$ cat src/shared/eemc_defines.vh
// Constants of the EEPROM mode controller.
`ifndef EEMC_DEFINES_VH
`define EEMC_DEFINES_VH
`define EEMC_CLK_MHZ 40
`define EEMC_CLK_NS 25
`define EEMC_ADDR_W 10
`define EEMC_DATA_W 8
`define EEMC_OP_US 1000
`define EEMC_OP_CYC (`EEMC_OP_US * `EEMC_CLK_MHZ)
`define EEMC_VPSU_US 5
`define EEMC_VPSU_CYC (`EEMC_VPSU_US * `EEMC_CLK_MHZ)
`define EEMC_ACC_NS 650
`define EEMC_ACC_CYC ((`EEMC_ACC_NS + `EEMC_CLK_NS - 1) / `EEMC_CLK_NS)
`define EEMC_SU_NS 200
`define EEMC_SU_CYC ((`EEMC_SU_NS + `EEMC_CLK_NS - 1) / `EEMC_CLK_NS)
`define EEMC_CMD_READ 2'h0
`define EEMC_CMD_ERASE 2'h1
`define EEMC_CMD_PROG 2'h2
`endif

$ cat src/verilog/eemc_timer.v
// Down counter that pulses done when a loaded delay expires.
`timescale 1ns/1ps
`default_nettype none
module eemc_timer #(
  parameter W = 16
) (
  // Clock and reset
  input wire clk_sys,
  input wire rst_n,
  // Control
  input wire load,
  input wire [W-1:0] count,
  output reg done
);
  reg [W-1:0] cnt_reg;
  reg busy_reg;
  always @(posedge clk_sys or negedge rst_n) begin
    if (!rst_n) begin
      cnt_reg <= {W{1'b0}};
      busy_reg <= 1'b0;
      done <= 1'b0;
    end else begin
      done <= 1'b0;
      if (load) begin
        cnt_reg <= count;
        busy_reg <= 1'b1;
      end else if (busy_reg) begin
        if (cnt_reg <= {{(W-1){1'b0}}, 1'b1}) begin
          busy_reg <= 1'b0;
          done <= 1'b1;
        end else begin
          cnt_reg <= cnt_reg - {{(W-1){1'b0}}, 1'b1};
        end
      end
    end
  end
endmodule
`default_nettype wire

$ cat src/verilog/eemc_host.v
// Host controller that drives the EEPROM pins for read, erase, program.
// Contract
// Three modes; erase/program only at VPP.
// Erase clears every bit to zero.
// Program only turns zeros into ones.
// Address latched on enable fall; data held.
// Device drives data only for read combination.
// Erase: enables high, raise VPP, pulse OE.
// Device floats outputs while at VPP.
// Program: enables high, raise VPP, pulse CE.
// Address valid at CE fall; data whole pulse.
// Many programs follow erase without dropping VPP.
// Both enables high during supply transitions.
// Ten address lines select 1024 bytes.
// Eight bidirectional three-state data lines.
// Low chip select disables outputs normally.
// High OE disables; low OE at VPP erases.
// Low CE at VPP programs latched address.
// Erase and program each take 1 msec.
// Never both enables low at VPP.
// Program is OR into stored byte.
`include "eemc_defines.vh"
`timescale 1ns/1ps
`default_nettype none
module eemc_host #(
  parameter AW = `EEMC_ADDR_W,
  parameter DW = `EEMC_DATA_W,
  parameter OP_CYC = `EEMC_OP_CYC,
  parameter VPSU_CYC = `EEMC_VPSU_CYC
) (
  // Clock and reset
  input wire clk_sys,
  input wire rst_n,
  // Command port
  input wire cmd_valid,
  input wire [1:0] cmd_op,
  input wire cmd_hold_vpp,
  input wire [AW-1:0] cmd_addr,
  input wire [DW-1:0] cmd_wdata,
  output reg cmd_ready,
  output reg rsp_valid,
  output reg [DW-1:0] rsp_rdata,
  // Device pins
  output reg [AW-1:0] address_lines,
  input wire [DW-1:0] data_io_lines_i,
  output reg [DW-1:0] data_io_lines_o,
  output reg data_io_lines_oe,
  output reg chip_enable_n,
  output reg output_enable_n,
  output reg chip_select,
  output reg vpp_enable
);
  localparam S_IDLE = 3'h0;
  localparam S_SETUP = 3'h1;
  localparam S_ACCESS = 3'h2;
  localparam S_VPP_UP = 3'h3;
  localparam S_PULSE = 3'h4;
  localparam S_VPP_DN = 3'h5;
  localparam S_DONE = 3'h6;
  localparam TW = 16;
  localparam integer SU_I = `EEMC_SU_CYC;
  localparam integer ACC_I = `EEMC_ACC_CYC;
  reg [2:0] state_reg;
  reg [1:0] op_reg;
  reg hold_reg;
  reg [DW-1:0] din_meta_reg;
  reg [DW-1:0] din_sync_reg;
  reg tload;
  reg [TW-1:0] tcount;
  wire tdone;
  eemc_timer #(.W(TW)) u_timer (
    .clk_sys(clk_sys),
    .rst_n(rst_n),
    .load(tload),
    .count(tcount),
    .done(tdone)
  );
  always @(posedge clk_sys or negedge rst_n) begin
    if (!rst_n) begin
      din_meta_reg <= {DW{1'b0}};
      din_sync_reg <= {DW{1'b0}};
    end else begin
      din_meta_reg <= data_io_lines_i;
      din_sync_reg <= din_meta_reg;
    end
  end
  always @* begin
    tload = 1'b0;
    tcount = {TW{1'b0}};
    if (state_reg == S_IDLE && cmd_valid) begin
      tload = 1'b1;
      if (cmd_op == `EEMC_CMD_READ) begin
        tcount = SU_I[TW-1:0];
      end else if (vpp_enable) begin
        tcount = SU_I[TW-1:0];
      end else begin
        tcount = VPSU_CYC[TW-1:0];
      end
    end else if (state_reg == S_SETUP && tdone) begin
      tload = 1'b1;
      tcount = OP_CYC[TW-1:0];
      if (op_reg == `EEMC_CMD_READ) begin
        tcount = ACC_I[TW-1:0];
      end
    end else if (state_reg == S_VPP_UP && tdone) begin
      tload = 1'b1;
      tcount = OP_CYC[TW-1:0];
    end else if (state_reg == S_PULSE && tdone) begin
      tload = 1'b1;
      tcount = SU_I[TW-1:0];
    end else if (state_reg == S_VPP_DN && tdone && !hold_reg) begin
      tload = 1'b1;
      tcount = VPSU_CYC[TW-1:0];
    end
  end
  always @(posedge clk_sys or negedge rst_n) begin
    if (!rst_n) begin
      state_reg <= S_IDLE;
      op_reg <= `EEMC_CMD_READ;
      hold_reg <= 1'b0;
      cmd_ready <= 1'b0;
      rsp_valid <= 1'b0;
      rsp_rdata <= {DW{1'b0}};
      address_lines <= {AW{1'b0}};
      data_io_lines_o <= {DW{1'b0}};
      data_io_lines_oe <= 1'b0;
      chip_enable_n <= 1'b1;
      output_enable_n <= 1'b1;
      chip_select <= 1'b0;
      vpp_enable <= 1'b0;
    end else begin
      rsp_valid <= 1'b0;
      case (state_reg)
        S_IDLE: begin
          cmd_ready <= 1'b1;
          if (cmd_valid) begin
            cmd_ready <= 1'b0;
            op_reg <= cmd_op;
            hold_reg <= cmd_hold_vpp;
            address_lines <= cmd_addr;
            if (cmd_op == `EEMC_CMD_READ) begin
              chip_select <= 1'b1;
              state_reg <= vpp_enable ? S_VPP_DN : S_SETUP;
            end else begin
              chip_select <= 1'b0;
              if (cmd_op == `EEMC_CMD_PROG) begin
                data_io_lines_o <= cmd_wdata;
                data_io_lines_oe <= 1'b1;
              end
              vpp_enable <= 1'b1;
              state_reg <= vpp_enable ? S_SETUP : S_VPP_UP;
            end
          end
        end
        S_VPP_UP: begin
          if (tdone) begin
            state_reg <= S_PULSE;
            if (op_reg == `EEMC_CMD_ERASE) begin
              output_enable_n <= 1'b0;
            end else begin
              chip_enable_n <= 1'b0;
            end
          end
        end
        S_SETUP: begin
          if (tdone) begin
            if (op_reg == `EEMC_CMD_READ) begin
              chip_enable_n <= 1'b0;
              output_enable_n <= 1'b0;
              state_reg <= S_ACCESS;
            end else if (op_reg == `EEMC_CMD_ERASE) begin
              output_enable_n <= 1'b0;
              state_reg <= S_PULSE;
            end else begin
              chip_enable_n <= 1'b0;
              state_reg <= S_PULSE;
            end
          end
        end
        S_ACCESS: begin
          if (tdone) begin
            rsp_rdata <= din_sync_reg;
            chip_enable_n <= 1'b1;
            output_enable_n <= 1'b1;
            chip_select <= 1'b0;
            state_reg <= S_DONE;
          end
        end
        S_PULSE: begin
          if (tdone) begin
            chip_enable_n <= 1'b1;
            output_enable_n <= 1'b1;
            state_reg <= S_VPP_DN;
          end
        end
        S_VPP_DN: begin
          if (op_reg != `EEMC_CMD_READ && tdone) begin
            data_io_lines_oe <= 1'b0;
            if (hold_reg) begin
              state_reg <= S_DONE;
            end else begin
              vpp_enable <= 1'b0;
              op_reg <= `EEMC_CMD_READ;
            end
          end else if (op_reg == `EEMC_CMD_READ) begin
            vpp_enable <= 1'b0;
            if (tdone || !vpp_enable) begin
              state_reg <= S_SETUP;
            end
          end
        end
        S_DONE: begin
          rsp_valid <= 1'b1;
          state_reg <= S_IDLE;
        end
        default: begin
          state_reg <= S_IDLE;
        end
      endcase
    end
  end
endmodule
`default_nettype wire

$ cat config.mk
export PLATFORM = sky130hd
export DESIGN_NAME = eemc_host
export DESIGN_NICKNAME = d
export VERILOG_FILES = /design/src/verilog/eemc_timer.v /design/src/verilog/eemc_host.v
export VERILOG_INCLUDE_DIRS = /design/src /design/src/shared
export SDC_FILE = /design/constraint.sdc
export NUM_CORES = 1
export LEC_CHECK = 0
export ABC_CLOCK_PERIOD_IN_PS = 3600
export BUFFER_PORTS_ARGS = -buffer_cell sky130_fd_sc_hd__buf_2
export CORE_MARGIN = 2
export CORE_UTILIZATION = 25
export DETAILED_ROUTE_END_ITERATION = 8
export HOLD_SLACK_MARGIN = 0.08
export PLACE_DENSITY = 0.46
export SLEW_MARGIN = 20
export SYNTH_ARGS = -nofsm -noshare
export SYNTH_HDL_FRONTEND = slang
export SYNTH_HIERARCHICAL = 1
export SYNTH_SLANG_ARGS = --single-unit
$ cat constraint.sdc
create_clock -name clk_sys -period 3.6 [get_ports clk_sys]
set_input_delay 0.54 -clock clk_sys [delete_from_list [all_inputs] [get_ports clk_sys]]
set_output_delay 0.54 -clock clk_sys [all_outputs]
set_load 0.01 [all_outputs]
* Word-level counts from Yosys, hierarchy flattened *
Index checks and enable logic that the tools add are counted.

cells by class
  add/sub/neg operators = 1
  magnitude comparators = 1
  equal/unequal tests = 23
  multiplexer cells = 68
  bitwise operators = 1
  reductions and logical operators = 29

operator list
  kind                   count
  $mux 16                7
  $mux 3                 12
  $mux 1                 34
  $mux 8                 4
  $pmux 3 s6             1
  $le 16x1->1 const B    1
  $sub 16x1->16 const B  1
  $ne 2x1->1 const B     7
  $reduce_and 4->1       3
  $reduce_and 5->1       2
  $eq 3x3->1 const B     3
  $mux 2                 4
  $ne 2x2->1 const B     4
  $reduce_and 8->1       1
  $reduce_bool 2->1      4
  $logic_and 1x1->1      7
  $eq 3x2->1 const B     2
  $ne 3x3->1 const B     2
  $pmux 1 s2             3
  $pmux 1 s3             2
  $reduce_and 2->1       3
  $logic_not 2->1        2
  $pmux 2 s2             1
  $eq 3x1->1 const B     1
  11 further kinds       12

storage, ports and cells
  bits in registers = 73
  input bits = 32
  output and inout bits = 33
  logic and storage cells = 141

* Logic depth before layout (Yosys ltp) *
Gate-level depths: netlist of run 1.

  depth after elaboration = 10
  depth in mapped cells = 11
  depth with buffers taken out = 8

* Modules after synthesis *
Netlist of run 1, hierarchy kept.

by module, submodules not included
  module      instances  cells an instance  area each (um2)  seq. area each (um2)
  eemc_host   1          180                2,279.7          1,378.8
  eemc_timer  1          134                1,184.9          450.4

* Least setup slack after synthesis of run 1 *
Ideal clock, no wire load.

  path type = in2reg
  start point = input cmd_valid
  end point = register u_timer.cnt_reg[0]
  setup time = 0.131 ns
  data arrival time = 1.932 ns
  required time = 3.469 ns
  setup slack = 1.537 ns
  cell stages on the path = 8
  path buffers = 2
  cells stage by stage = or3b_4 -> a21o_1 -> o21ai_0 -> buf_2 -> buf_1 -> nor3_1 -> a21oi_1 -> nand3_1

on the way
  cells in the longest elaborated chain, start to end = 4
  elaborated cells on any way between the ends = 7
  those cells by class = 1 x eq/ne; 3 x mux; 3 x reduce/logical

ends and longest elaborated chain
  item                                                       RTL line         source
  start, declared                                            eemc_host.v:35   input wire cmd_valid,
  $logic_and 1x1->1 *                                        eemc_host.v:90   if (state_reg == S_IDLE && cmd_valid) begin
  $mux 1 *                                                   eemc_host.v:90
  via tload                                                  eemc_host.v:68   reg tload;
  $ne 2x2->1 (no line) or $reduce_bool 2->1 (tied branches)  n/a
  $reduce_and 2->1 (no line)                                 n/a
  end signal, assigned                                       eemc_timer.v:19  cnt_reg <= {W{1'b0}};
  end signal, assigned                                       eemc_timer.v:25  cnt_reg <= count;
  end signal, assigned                                       eemc_timer.v:32  cnt_reg <= cnt_reg - {{(W-1){1'b0}}, 1'b1};
  end, declared                                              eemc_timer.v:15  reg [W-1:0] cnt_reg;

The timed path passes the listed nets; every way through them passes the cells marked *.
A chain may end at the register's enable or synchronous reset.

* Final worst setup path of run 1 *
  start point = register state_reg[2]
  end point = register u_timer.cnt_reg[9]

on the way
  cells in the longest elaborated chain, start to end = 10
  elaborated cells on any way between the ends = 22
  those cells by class = 5 x eq/ne; 8 x mux; 9 x reduce/logical

ends and longest elaborated chain
  item                                                       RTL line         source
  start, declared                                            eemc_host.v:63   reg [2:0] state_reg;
  start signal, assigned                                     eemc_host.v:143  state_reg <= vpp_enable ? S_VPP_DN : S_SETUP;
  start signal, assigned                                     eemc_host.v:151  state_reg <= vpp_enable ? S_SETUP : S_VPP_UP;
  $eq 3x3->1                                                 eemc_host.v:111  end else if (state_reg == S_VPP_DN && tdone && !hold_reg) begin
  $logic_and 1x1->1 (2 in series)                            eemc_host.v:111
  $mux 1                                                     eemc_host.v:111
  $mux 1                                                     eemc_host.v:108  end else if (state_reg == S_PULSE && tdone) begin
  $mux 1                                                     eemc_host.v:105  end else if (state_reg == S_VPP_UP && tdone) begin
  $mux 1                                                     eemc_host.v:99   end else if (state_reg == S_SETUP && tdone) begin
  $mux 1 *                                                   eemc_host.v:90
  via tload                                                  eemc_host.v:68
  $ne 2x2->1 (no line) or $reduce_bool 2->1 (tied branches)  n/a
  $reduce_and 2->1 (no line)                                 n/a

Marked as above.

==> results of run 1 <==
kinds of logic (layout without fill, tap and decap cells):
group	after synthesis	after routing	synth area share, %
compound gates	79	79	16.14
flops	73	73	52.80
simple gates	96	96	16.36
other cells	1	7	0.1082
fa+ha+maj	2	2	0.7222
xor+xnor	2	2	0.5057
mux	29	29	9.354
buf+inv	32	93	4.009
layout by cell type (no fill, tap or decap), drive strengths merged, types with 3 or more instances in the layout:
| cell type | Yosys | routed |
|---|---|---|
| a2bb2oi | 7 | 7 |
| nand2 | 20 | 20 |
| mux2 | 27 | 27 |
| inv | 13 | 13 |
| dfrtp | 71 | 71 |
| and4 | 4 | 4 |
| nor2b | 4 | 4 |
| a21oi | 15 | 15 |
| buf | 10 | 65 |
| or2 | 4 | 4 |
| conb | 1 | 7 |
| and3 | 3 | 3 |
| nand3 | 6 | 6 |
| nor2 | 23 | 23 |
| a22o | 3 | 3 |
| o31ai | 5 | 5 |
| a211oi | 3 | 3 |
| nor3 | 7 | 7 |
| o21ai | 14 | 14 |
| o211ai | 8 | 8 |
| clkbuf | 9 | 11 |
| nand3b | 4 | 4 |
| a21o | 3 | 3 |
| nand4 | 4 | 4 |
| nand2b | 4 | 4 |
| nor4 | 4 | 4 |
how the worst max path moves through the flow:
stage	startpoint	endpoint	cells past startpoint
after global routing	state_reg[2]	u_timer/cnt_reg[9]	8
after global placement	state_reg[2]	u_timer/cnt_reg[9]	8
after floorplan	cmd_valid	u_timer/cnt_reg[0]	8
final	state_reg[2]	u_timer/cnt_reg[9]	8
after detailed placement	state_reg[2]	u_timer/cnt_reg[9]	8
after CTS	state_reg[2]	u_timer/cnt_reg[9]	8
stage by stage:
step | cell area [sq um] | instances | hold WS, ps | setup WS, ps
3_3_place_gp | 3953 | 546 | 332.2 | 1309
3_5_place_dp | 3953 | 546 | 335.6 | 1262
6_report | 4234 | 561 | 311.6 | 1242
4_1_cts | 4234 | 561 | 296.0 | 1254
2_1_floorplan | 3487 | 320 | 244.4 | 1537
5_1_grt | 4234 | 561 | 290.8 | 1038
per-layer routing:
metal / wire length, um / up-vias / share of wire [%]
met5: 0 / - / 0
met4: 132 / 0 / 1.6
met3: 329 / 8 / 4.1
met2: 3950 / 59 / 49
met1: 3691 / 1313 / 46
li1: - / 1268 / -
power by group:
part           switching [W]  internal [W]  leakage, nW
registers           0.000297       0.00107        0.885
clock network       0.000338      0.000500        0.134
logic               0.000618      0.000526        0.871
worst reg2reg max path, stage by stage, from the launching register on:
cell and delay [ps]:
dfrtp_1 590, or3b_4 540, a21o_1 190, o21ai_1 100, buf_4 320, nor2b_1 100
and4_1 190, o21ai_0 70, o311ai_1 130
synthesized netlist by cell type, types with 3 or more instances:
library cell,number,area (sq um)
and4_1,3,26.28
o21ai_0,14,70.07
a22o_1,3,26.28
buf_2,6,30.03
clkbuf_1,9,33.78
o31ai_1,5,37.54
a21o_1,3,22.52
or2_2,4,25.02
nor2b_1,4,25.02
o211ai_1,8,60.06
and3_1,3,18.77
nand2_1,20,75.07
nand2b_1,4,25.02
mux2_2,27,304.0
nor3_1,7,35.03
nand4_1,4,25.02
inv_1,13,48.80
a21oi_1,15,75.07
dfrtp_1,71,1777
nand3b_1,3,22.52
nand3_1,6,30.03
a2bb2oi_1,7,61.31
nor2_1,22,82.58
area by class of cell:
type | instances | share of cell area (%)
clock buffers | 11 | 5.969
clock inverters | 4 | 0.6797
inverters | 13 | 1.152
multi-input cells | 215 | 35.87
flip-flops and latches | 73 | 43.20
well taps | 180 | 5.319
repair buffers | 65 | 7.801
==> run_results.csv, run 1 <==
group,metric,value,unit
cts,tritoncts,"built",
critical_path,crit_arrival,2560,ps
sta,slew_viol_final,0,
global_routing,grt_use_met1,15.60,%
flow_run,maxCapViolations,0,
cts,cts_buffer_depth,2,
global_routing,antenna_found_initial,0,
cts,cts.sinks,73,
detailed_routing,avgViaCountPerCell,4.720,
min_path,holdPathEnd,"din_meta_reg[4]",
sta,worst_pin_slew,925.0,ps
global_routing,grt_pass1_vias,2545,
critical_path,path_delay_family,"simple AND/OR/NAND/NOR gates",
detailed_routing,drc,0,
power_and_ir_drop,p_total,0.003347,W
global_routing,grt_usage,11.86,%
critical_path,critPathSlowestCell,"dfrtp_1",
detailed_routing,vias,2648,
die,die-width,121.7,um
critical_path,path_max_fanout,27,
cells_and_area,n_antenna_cell,0,
sta,clock_skew,7.314,ps
power_and_ir_drop,vdd_ir_drop_max,0.3207,mV
detailed_routing,drt-total-wl,8103,um
critical_path,worst-setup-path-type,"register to register",
die,start_util,25.25,%
global_routing,grt_max_degree,74,
sta,finalSetupTns,0,ps
detailed_routing,routed_wire_length_per_instance,14.44,um
logic_synthesis,synth_flop_cell,"dfrtp_1",
die,die_h,121.7,um
place,io_buffer_count,64,
min_path,hp-class,"input pin to register",
critical_path,reg2reg_slack,1240,ps
run_status,status,"finished clean",
sta,finalCritPeriodShare,65.51,%
power_and_ir_drop,p_leak,1.889,nW
cells_and_area,seq_area,1829,sq um
logic_synthesis,synth-seq-cells,73,
cts,cts.repair.resized,0,
critical_path,start_kind,"register",
detailed_routing,drt_iter0_markers,112,
die,core_area,13720,sq um
cts,htree_levels,3,
cells_and_area,multi_input_area,1519,sq um
logic_synthesis,ys_warn_count,6,
global_routing,grtUsageMet3,3.792,%
place,place_congestion,0.8063,
cts,cts_setup_buffers,0,
cts,cts-root-buf,"clkbuf_16",
sta,hold_viol,0,
sta,period_minus_slack,2358,ps
sta,relSlewSlack,38.33,%
critical_path,slowest_delay,590,ps
global_routing,use_met2,18.29,%
logic_synthesis,synth-seq-area-share,52.80,%
critical_path,path_buf_inv,1,
global_routing,grt_pass1_wl,13530,um
power_and_ir_drop,power_density,790.5,nW/um^2
place,dp_hpwl,5554,um
cells_and_area,nFillCells,1416,
logic_synthesis,synth.avg_cell_area,11.03,sq um
detailed_routing,ant_nets,0,
logic_synthesis,synth.distinct_cells,65,
die,fp-row-count,43,
sta,setup_viol,0,
min_path,holdPathStages,1,
critical_path,required,3800,ps
cells_and_area,drive_above_1_share,31.76,%
logic_synthesis,syn_area,3465,sq um
die,io_pins,65,
sta,fmax,0.4241,GHz
critical_path,cp-end-kind,"register",
critical_path,reg2reg_to,"u_timer/cnt_reg[9]",
logic_synthesis,synth-async-reset-ratio,100.0,%
cts,worstSkewPairLatency,340,ps
min_path,hp-start,"data_io_lines_i[4]",
cells_and_area,largest_reg_flops,16,
cells_and_area,utilization,30.86,%
global_routing,grt.busiest_layer,"met2",
cts,cts.clk_slew.worst_paths,60,ps
logic_synthesis,syn-instance-count,314,
detailed_routing,dr.pass1.iters,4,
die,dieArea,14820,sq um
cts,cts_hold_buf,0,
logic_synthesis,synth_edf_count,0,
cts,cts_buffers,9,
cells_and_area,area_growth_syn_to_layout,22.21,%
critical_path,crit_chain,"or3b_4, a21o_1, o21ai_1, buf_4, nor2b_1, and4_1, o21ai_0, o311ai_1",
critical_path,r2r_cells,8,
sta,rsz0062_at_grt,"no",
cells_and_area,final_nets,411,
critical_path,r2r-start,"state_reg[2]",
global_routing,gr-total-overflow,0,
Power figures use the tool's default switching activity.
==> run 2, diff against run 1 <==
Settings changed: ABC_CLOCK_PERIOD_IN_PS 3600 to 2450.
Clock period 3.6 ns to 2.45 ns, I/O delays scaled along.
==> run 2 against run 1 <==
Effect of this change: sequential cell count unchanged; sequential share of layout area decreased by 1.6 points; fmax increased by 13%; final cell count increased by 3.4%; utilization increased by 1.2 points; wire length increased by 2.6%; clock power increased by 54%; first-iteration DRC count increased by 24%; combinational power increased by 69%; highest routed layer unchanged.
==> run_results.csv, run 2 (same netlist as run 1, synthesis figures left out) <==
group,metric,value,unit
global_routing,grt_pass1_vias,2695,
global_routing,gr-total-overflow,0,
critical_path,required,2680,ps
cells_and_area,final_cell_mix,"dfrtp_1 (71), buf_2 (63), mux2_2 (27)",
global_routing,grt_pass1_wl,13900,um
power_and_ir_drop,p_leak,1.980,nW
critical_path,path_buf_inv,1,
place,place_congestion,0.8643,
cts,worstSkewPairLatency,340,ps
die,die-width,121.7,um
critical_path,worst-setup-path-type,"register to register",
cts,cts_buffers,9,
cts,cts_buffer_depth,2,
detailed_routing,drc,0,
die,io_pins,65,
sta,clock_skew,4.534,ps
global_routing,grt_usage,12.19,%
cts,cts-root-buf,"clkbuf_16",
die,fp-row-count,43,
cts,cts.clk_slew.worst_paths,60,ps
cells_and_area,drive_above_1_share,34.25,%
cts,cts.sinks,73,
sta,whs,134.4,ps
detailed_routing,drt-total-wl,8317,um
place,io_buffer_count,64,
cells_and_area,n_antenna_cell,0,
cts,htree_levels,3,
sta,relSlewSlack,59.56,%
critical_path,crit_chain,"or3b_4, a21o_1, o21ai_1, inv_1, and4_1, a2111oi_2",
die,dieArea,14820,sq um
cells_and_area,final_common_cell,"dfrtp_1",
die,core_area,13720,sq um
critical_path,slowest_delay,440,ps
detailed_routing,ant_nets,0,
min_path,holdPathStages,1,
sta,period_minus_slack,2089,ps
sta,rsz0062_at_grt,"no",
sta,setup_viol,0,
place,dp_hpwl,5928,um
power_and_ir_drop,p_total,0.005116,W
cts,cts.repair.resized,0,
sta,worst_pin_slew,601.0,ps
detailed_routing,routed_wire_length_per_instance,14.34,um
global_routing,antenna_found_initial,0,
detailed_routing,avgViaCountPerCell,4.678,
flow_run,maxCapViolations,0,
critical_path,path_delay_family,"compound AO/OA/AOI/OAI gates",
critical_path,cp.depth,6,
cells_and_area,nFillCells,1430,
die,die_h,121.7,um
run_status,status,"finished clean",
critical_path,path_max_fanout,7,
min_path,hp-class,"input pin to register",
cells_and_area,largest_reg_flops,16,
critical_path,start_kind,"register",
sta,fmax,0.4788,GHz
sta,finalSetupTns,0,ps
critical_path,crit_arrival,2310,ps
power_and_ir_drop,power_density,1164,nW/um^2
cells_and_area,final_nets,429,
power_and_ir_drop,vdd_ir_drop_max,0.4728,mV
place,dp.cells,563,
cts,tritoncts,"built",
detailed_routing,vias,2713,
sta,finalCritPeriodShare,85.25,%
cells_and_area,area_growth_syn_to_layout,26.80,%
detailed_routing,dr.pass1.iters,4,
global_routing,grt_max_degree,43,
critical_path,critPathSlowestCell,"or3b_4",
critical_path,r2r_cells,6,
sta,slew_viol_final,0,
die,start_util,25.25,%
detailed_routing,drt_iter0_markers,139,
sta,hold_viol,0,
cells_and_area,layout.cells.non_filler,580,
critical_path,cp-end-kind,"register",
==> run 2: final cells by class <==
type                       instances  area, sq um  share of cell area (%)
clock buffer                      11        232.7                   5.298
clock inverter                     5        57.56                   1.310
inverter                          13        48.80                   1.111
multi-input combinational        215         1519                   34.58
sequential                        73         1829                   41.64
tap                              180        225.2                   5.127
timing repair buffer              83        480.5                   10.94
==> run 2: worst reg2reg max path, delay by kind of cell, from the launching register on <==
family                 cells  cell delay, ps
flip-flops                 1             380
buffers and inverters      1             240
AND/OR/NAND/NOR            2             660
AO/OA/AOI/OAI              3             710
==> run 2: path summary, 6_finish.rpt <==
| path | startpoint | end | slack, ps |
|---|---|---|---|
| min in group asynchronous | rst_n | u_timer/cnt_reg[9] | 570 |
| setup reg to reg | state_reg[2] | u_timer/cnt_reg[13] | 360 |
| max in group asynchronous | rst_n | chip_enable_n | 1220 |
| hold reg to reg | din_meta_reg[1] | din_sync_reg[1] | 350 |
| hold / removal | data_io_lines_i[1] | din_meta_reg[1] | 130 |
| setup / recovery | state_reg[2] | u_timer/cnt_reg[13] | 360 |
==> run 2: routing by layer <==
| layer | vias to the layer above | routed length, um | track usage, % |
|---|---|---|---|
| met1 | 1333 | 3793 | 15.81 |
| met3 | 16 | 396 | 3.839 |
| met4 | 0 | 170 | 4.885 |
| met5 | - | 0 | 0 |
| li1 | 1301 | - | - |
| met2 | 63 | 3957 | 18.96 |
==> run 2: stage by stage <==
step | cell area [sq um] | setup WS [ps] | utilization [%]
5_1_grt | 4393 | 190.6 | 32.02
4_1_cts | 4393 | 344.5 | 32.02
3_5_place_dp | 4093 | 247.7 | 29.83
2_1_floorplan | 3487 | 442.2 | -
3_3_place_gp | 4093 | 304.2 | 29.83
6_report | 4393 | 361.4 | 32.02
==> run 2: repair_timing <==
action                                 CTS  global route
hold buffers                             1             0
endpoints found under the hold margin   41             0
buffers inserted                         0             0
==> run 2: where the power goes <==
part / switching (W) / internal, W / total [W]
Clock: 0.000504 / 0.000787 / 0.00129
Combinational: 0.00105 / 0.000881 / 0.00193
Sequential: 0.000324 / 0.00157 / 0.00190
Total: 0.00187 / 0.00324 / 0.00512
==> run 3, diff against run 2 <==
--- a/config.mk
+++ b/config.mk
@@ -14,3 +14,3 @@
 export HOLD_SLACK_MARGIN = 0.08
-export PLACE_DENSITY = 0.46
+export PLACE_DENSITY_LB_ADDON = 0.15
 export SLEW_MARGIN = 20
==> constraint.sdc (replaced) <==
create_clock -name clk_sys -period 2.45 [get_ports clk_sys]
set_input_delay 0.735 -clock clk_sys [delete_from_list [all_inputs] [get_ports clk_sys]]
set_output_delay 0.735 -clock clk_sys [all_outputs]
set_load 0.01 [all_outputs]
==> run 3 against run 2 <==
Effect of this change: fmax increased by 2.2%; utilization up 0.25 points; hold slack better by 210 ps; critical path depth is 1 higher; combinational power about the same; global-route usage grew 0.44 points; wire length up 4.1%; sequential cell count stayed put; sequential share of layout area is 0.32 points lower; critical path type is now input pin to register.
==> run_results.csv, run 3 (same netlist as run 1, synthesis figures left out) <==
group,metric,value,unit
run_status,status,"finished clean",
detailed_routing,avgViaCountPerCell,4.725,
power_and_ir_drop,vdd_ir_drop_max,0.5235,mV
cts,worstSkewPairLatency,340,ps
cts,cts_buffers,9,
cells_and_area,n_antenna_cell,0,
critical_path,path_max_fanout,11,
detailed_routing,routed_wire_length_per_instance,14.90,um
global_routing,grt_max_degree,45,
global_routing,grt_pass1_wl,14390,um
critical_path,cp-end-kind,"register",
critical_path,crit_arrival,2260,ps
sta,relSlewSlack,60.36,%
global_routing,grt_pass1_vias,2740,
cts,cts-root-buf,"clkbuf_16",
cts,cts.repair.resized,0,
sta,finalSetupTns,0,ps
cts,cts_hold_buf,0,
die,core_area,13720,sq um
detailed_routing,vias,2745,
cells_and_area,final_nets,430,
cells_and_area,utilization,32.27,%
sta,fmax,0.4892,GHz
cts,htree_levels,3,
cts,cts_buffer_depth,2,
detailed_routing,ant_nets,0,
sta,finalCritPeriodShare,83.43,%
sta,clock_skew,6.205,ps
cts,cts_setup_buffers,0,
cells_and_area,nFillCells,1436,
die,start_util,25.25,%
place,io_buffer_count,64,
cells_and_area,largest_reg_flops,16,
place,place_congestion,0.8043,
cts,cts.sinks,73,
critical_path,worst-setup-path-type,"input pin to register",
cts,cts.clk_slew.worst_paths,60,ps
detailed_routing,dr.pass1.iters,4,
power_and_ir_drop,p_leak,2.005,nW
die,io_pins,65,
detailed_routing,drt_iter0_markers,94,
power_and_ir_drop,power_density,1191,nW/um^2
cts,tritoncts,"built",
detailed_routing,drt-total-wl,8659,um
critical_path,required,2670,ps
die,die-width,121.7,um
sta,rsz0062_at_grt,"no",
die,fp-row-count,43,
sta,setup_viol,0,
global_routing,grt_usage,12.64,%
cells_and_area,area_growth_syn_to_layout,27.77,%
global_routing,antenna_found_initial,0,
sta,period_minus_slack,2044,ps
place,dp_hpwl,6143,um
cells_and_area,final_cell_mix,"dfrtp_1 (71), buf_2 (63), mux2_2 (27)",
die,dieArea,14820,sq um
cells_and_area,final_common_cell,"dfrtp_1",
critical_path,r2r_cells,8,
sta,worst_pin_slew,589.2,ps
min_path,hp-class,"register to register",
sta,slew_viol_final,0,
detailed_routing,drc,0,
sta,hold_viol,0,
min_path,holdPathStages,0,
flow_run,maxCapViolations,0,
cells_and_area,drive_above_1_share,34.91,%
place,dpl_cell_area,4108,sq um
cells_and_area,fin_area,4427,sq um
critical_path,start_kind,"input pin",
die,die_h,121.7,um
global_routing,gr-total-overflow,0,
[run 3: layout make-up]
cell class              count  area (sq um)  share of cell area [%]
clock buffers              10         229.0                   5.172
clock inverters             6         90.09                   2.035
inverters                  13         48.80                   1.102
multi-input cells         215          1519                   34.31
flip-flops and latches     73          1829                   41.32
well taps                 180         225.2                   5.088
repair buffers             84         485.5                   10.97
[run 3: power breakdown]
part	leakage, nW	internal (W)	switching [W]
registers	0.885	0.00157	0.000348
logic	0.966	0.000887	0.00103
clock network	0.153	0.000897	0.000533
total	2.00	0.00336	0.00191
[run 3: critical path, cell delays in order]
cell	delay, ps
buf_2	110
or3b_4	380
a21o_1	170
o21ai_1	170
buf_4	250
a211oi_2	70
a2111oi_2	370
[run 3: stage by stage]
stage                     total power, W  worst slack (ps)  hold slack [ps]  std cells
after floorplan                 0.003189             191.7            331.2        320
after global placement          0.003854             153.6            333.8        565
after detailed placement        0.003869             61.76            335.5        565
after CTS                       0.005336             403.7            349.1        581
after global routing            0.005636             221.9            354.8        581
final                           0.005270             406.0            348.2        581
[run 3: worst paths after layout]
path / from / to / slack [ps]
max reg2reg: state_reg[0] / u_timer/cnt_reg[13] / 410
min: din_meta_reg[5] / din_sync_reg[5] / 350
min in group asynchronous: rst_n / data_io_lines_o[5] / 370
max: cmd_valid / u_timer/cnt_reg[13] / 410
max in group asynchronous: rst_n / state_reg[1] / 1480
min reg2reg: din_meta_reg[5] / din_sync_reg[5] / 350
[run 3: per-layer routing]
| layer | track usage [%] | part of all wire [%] | vias up |
|---|---|---|---|
| met4 | 6.609 | 2.1 | 0 |
| met5 | 0 | 0 | - |
| li1 | - | - | 1312 |
| met2 | 19.35 | 47 | 59 |
| met3 | 3.090 | 4.4 | 13 |
| met1 | 16.56 | 46 | 1361 |
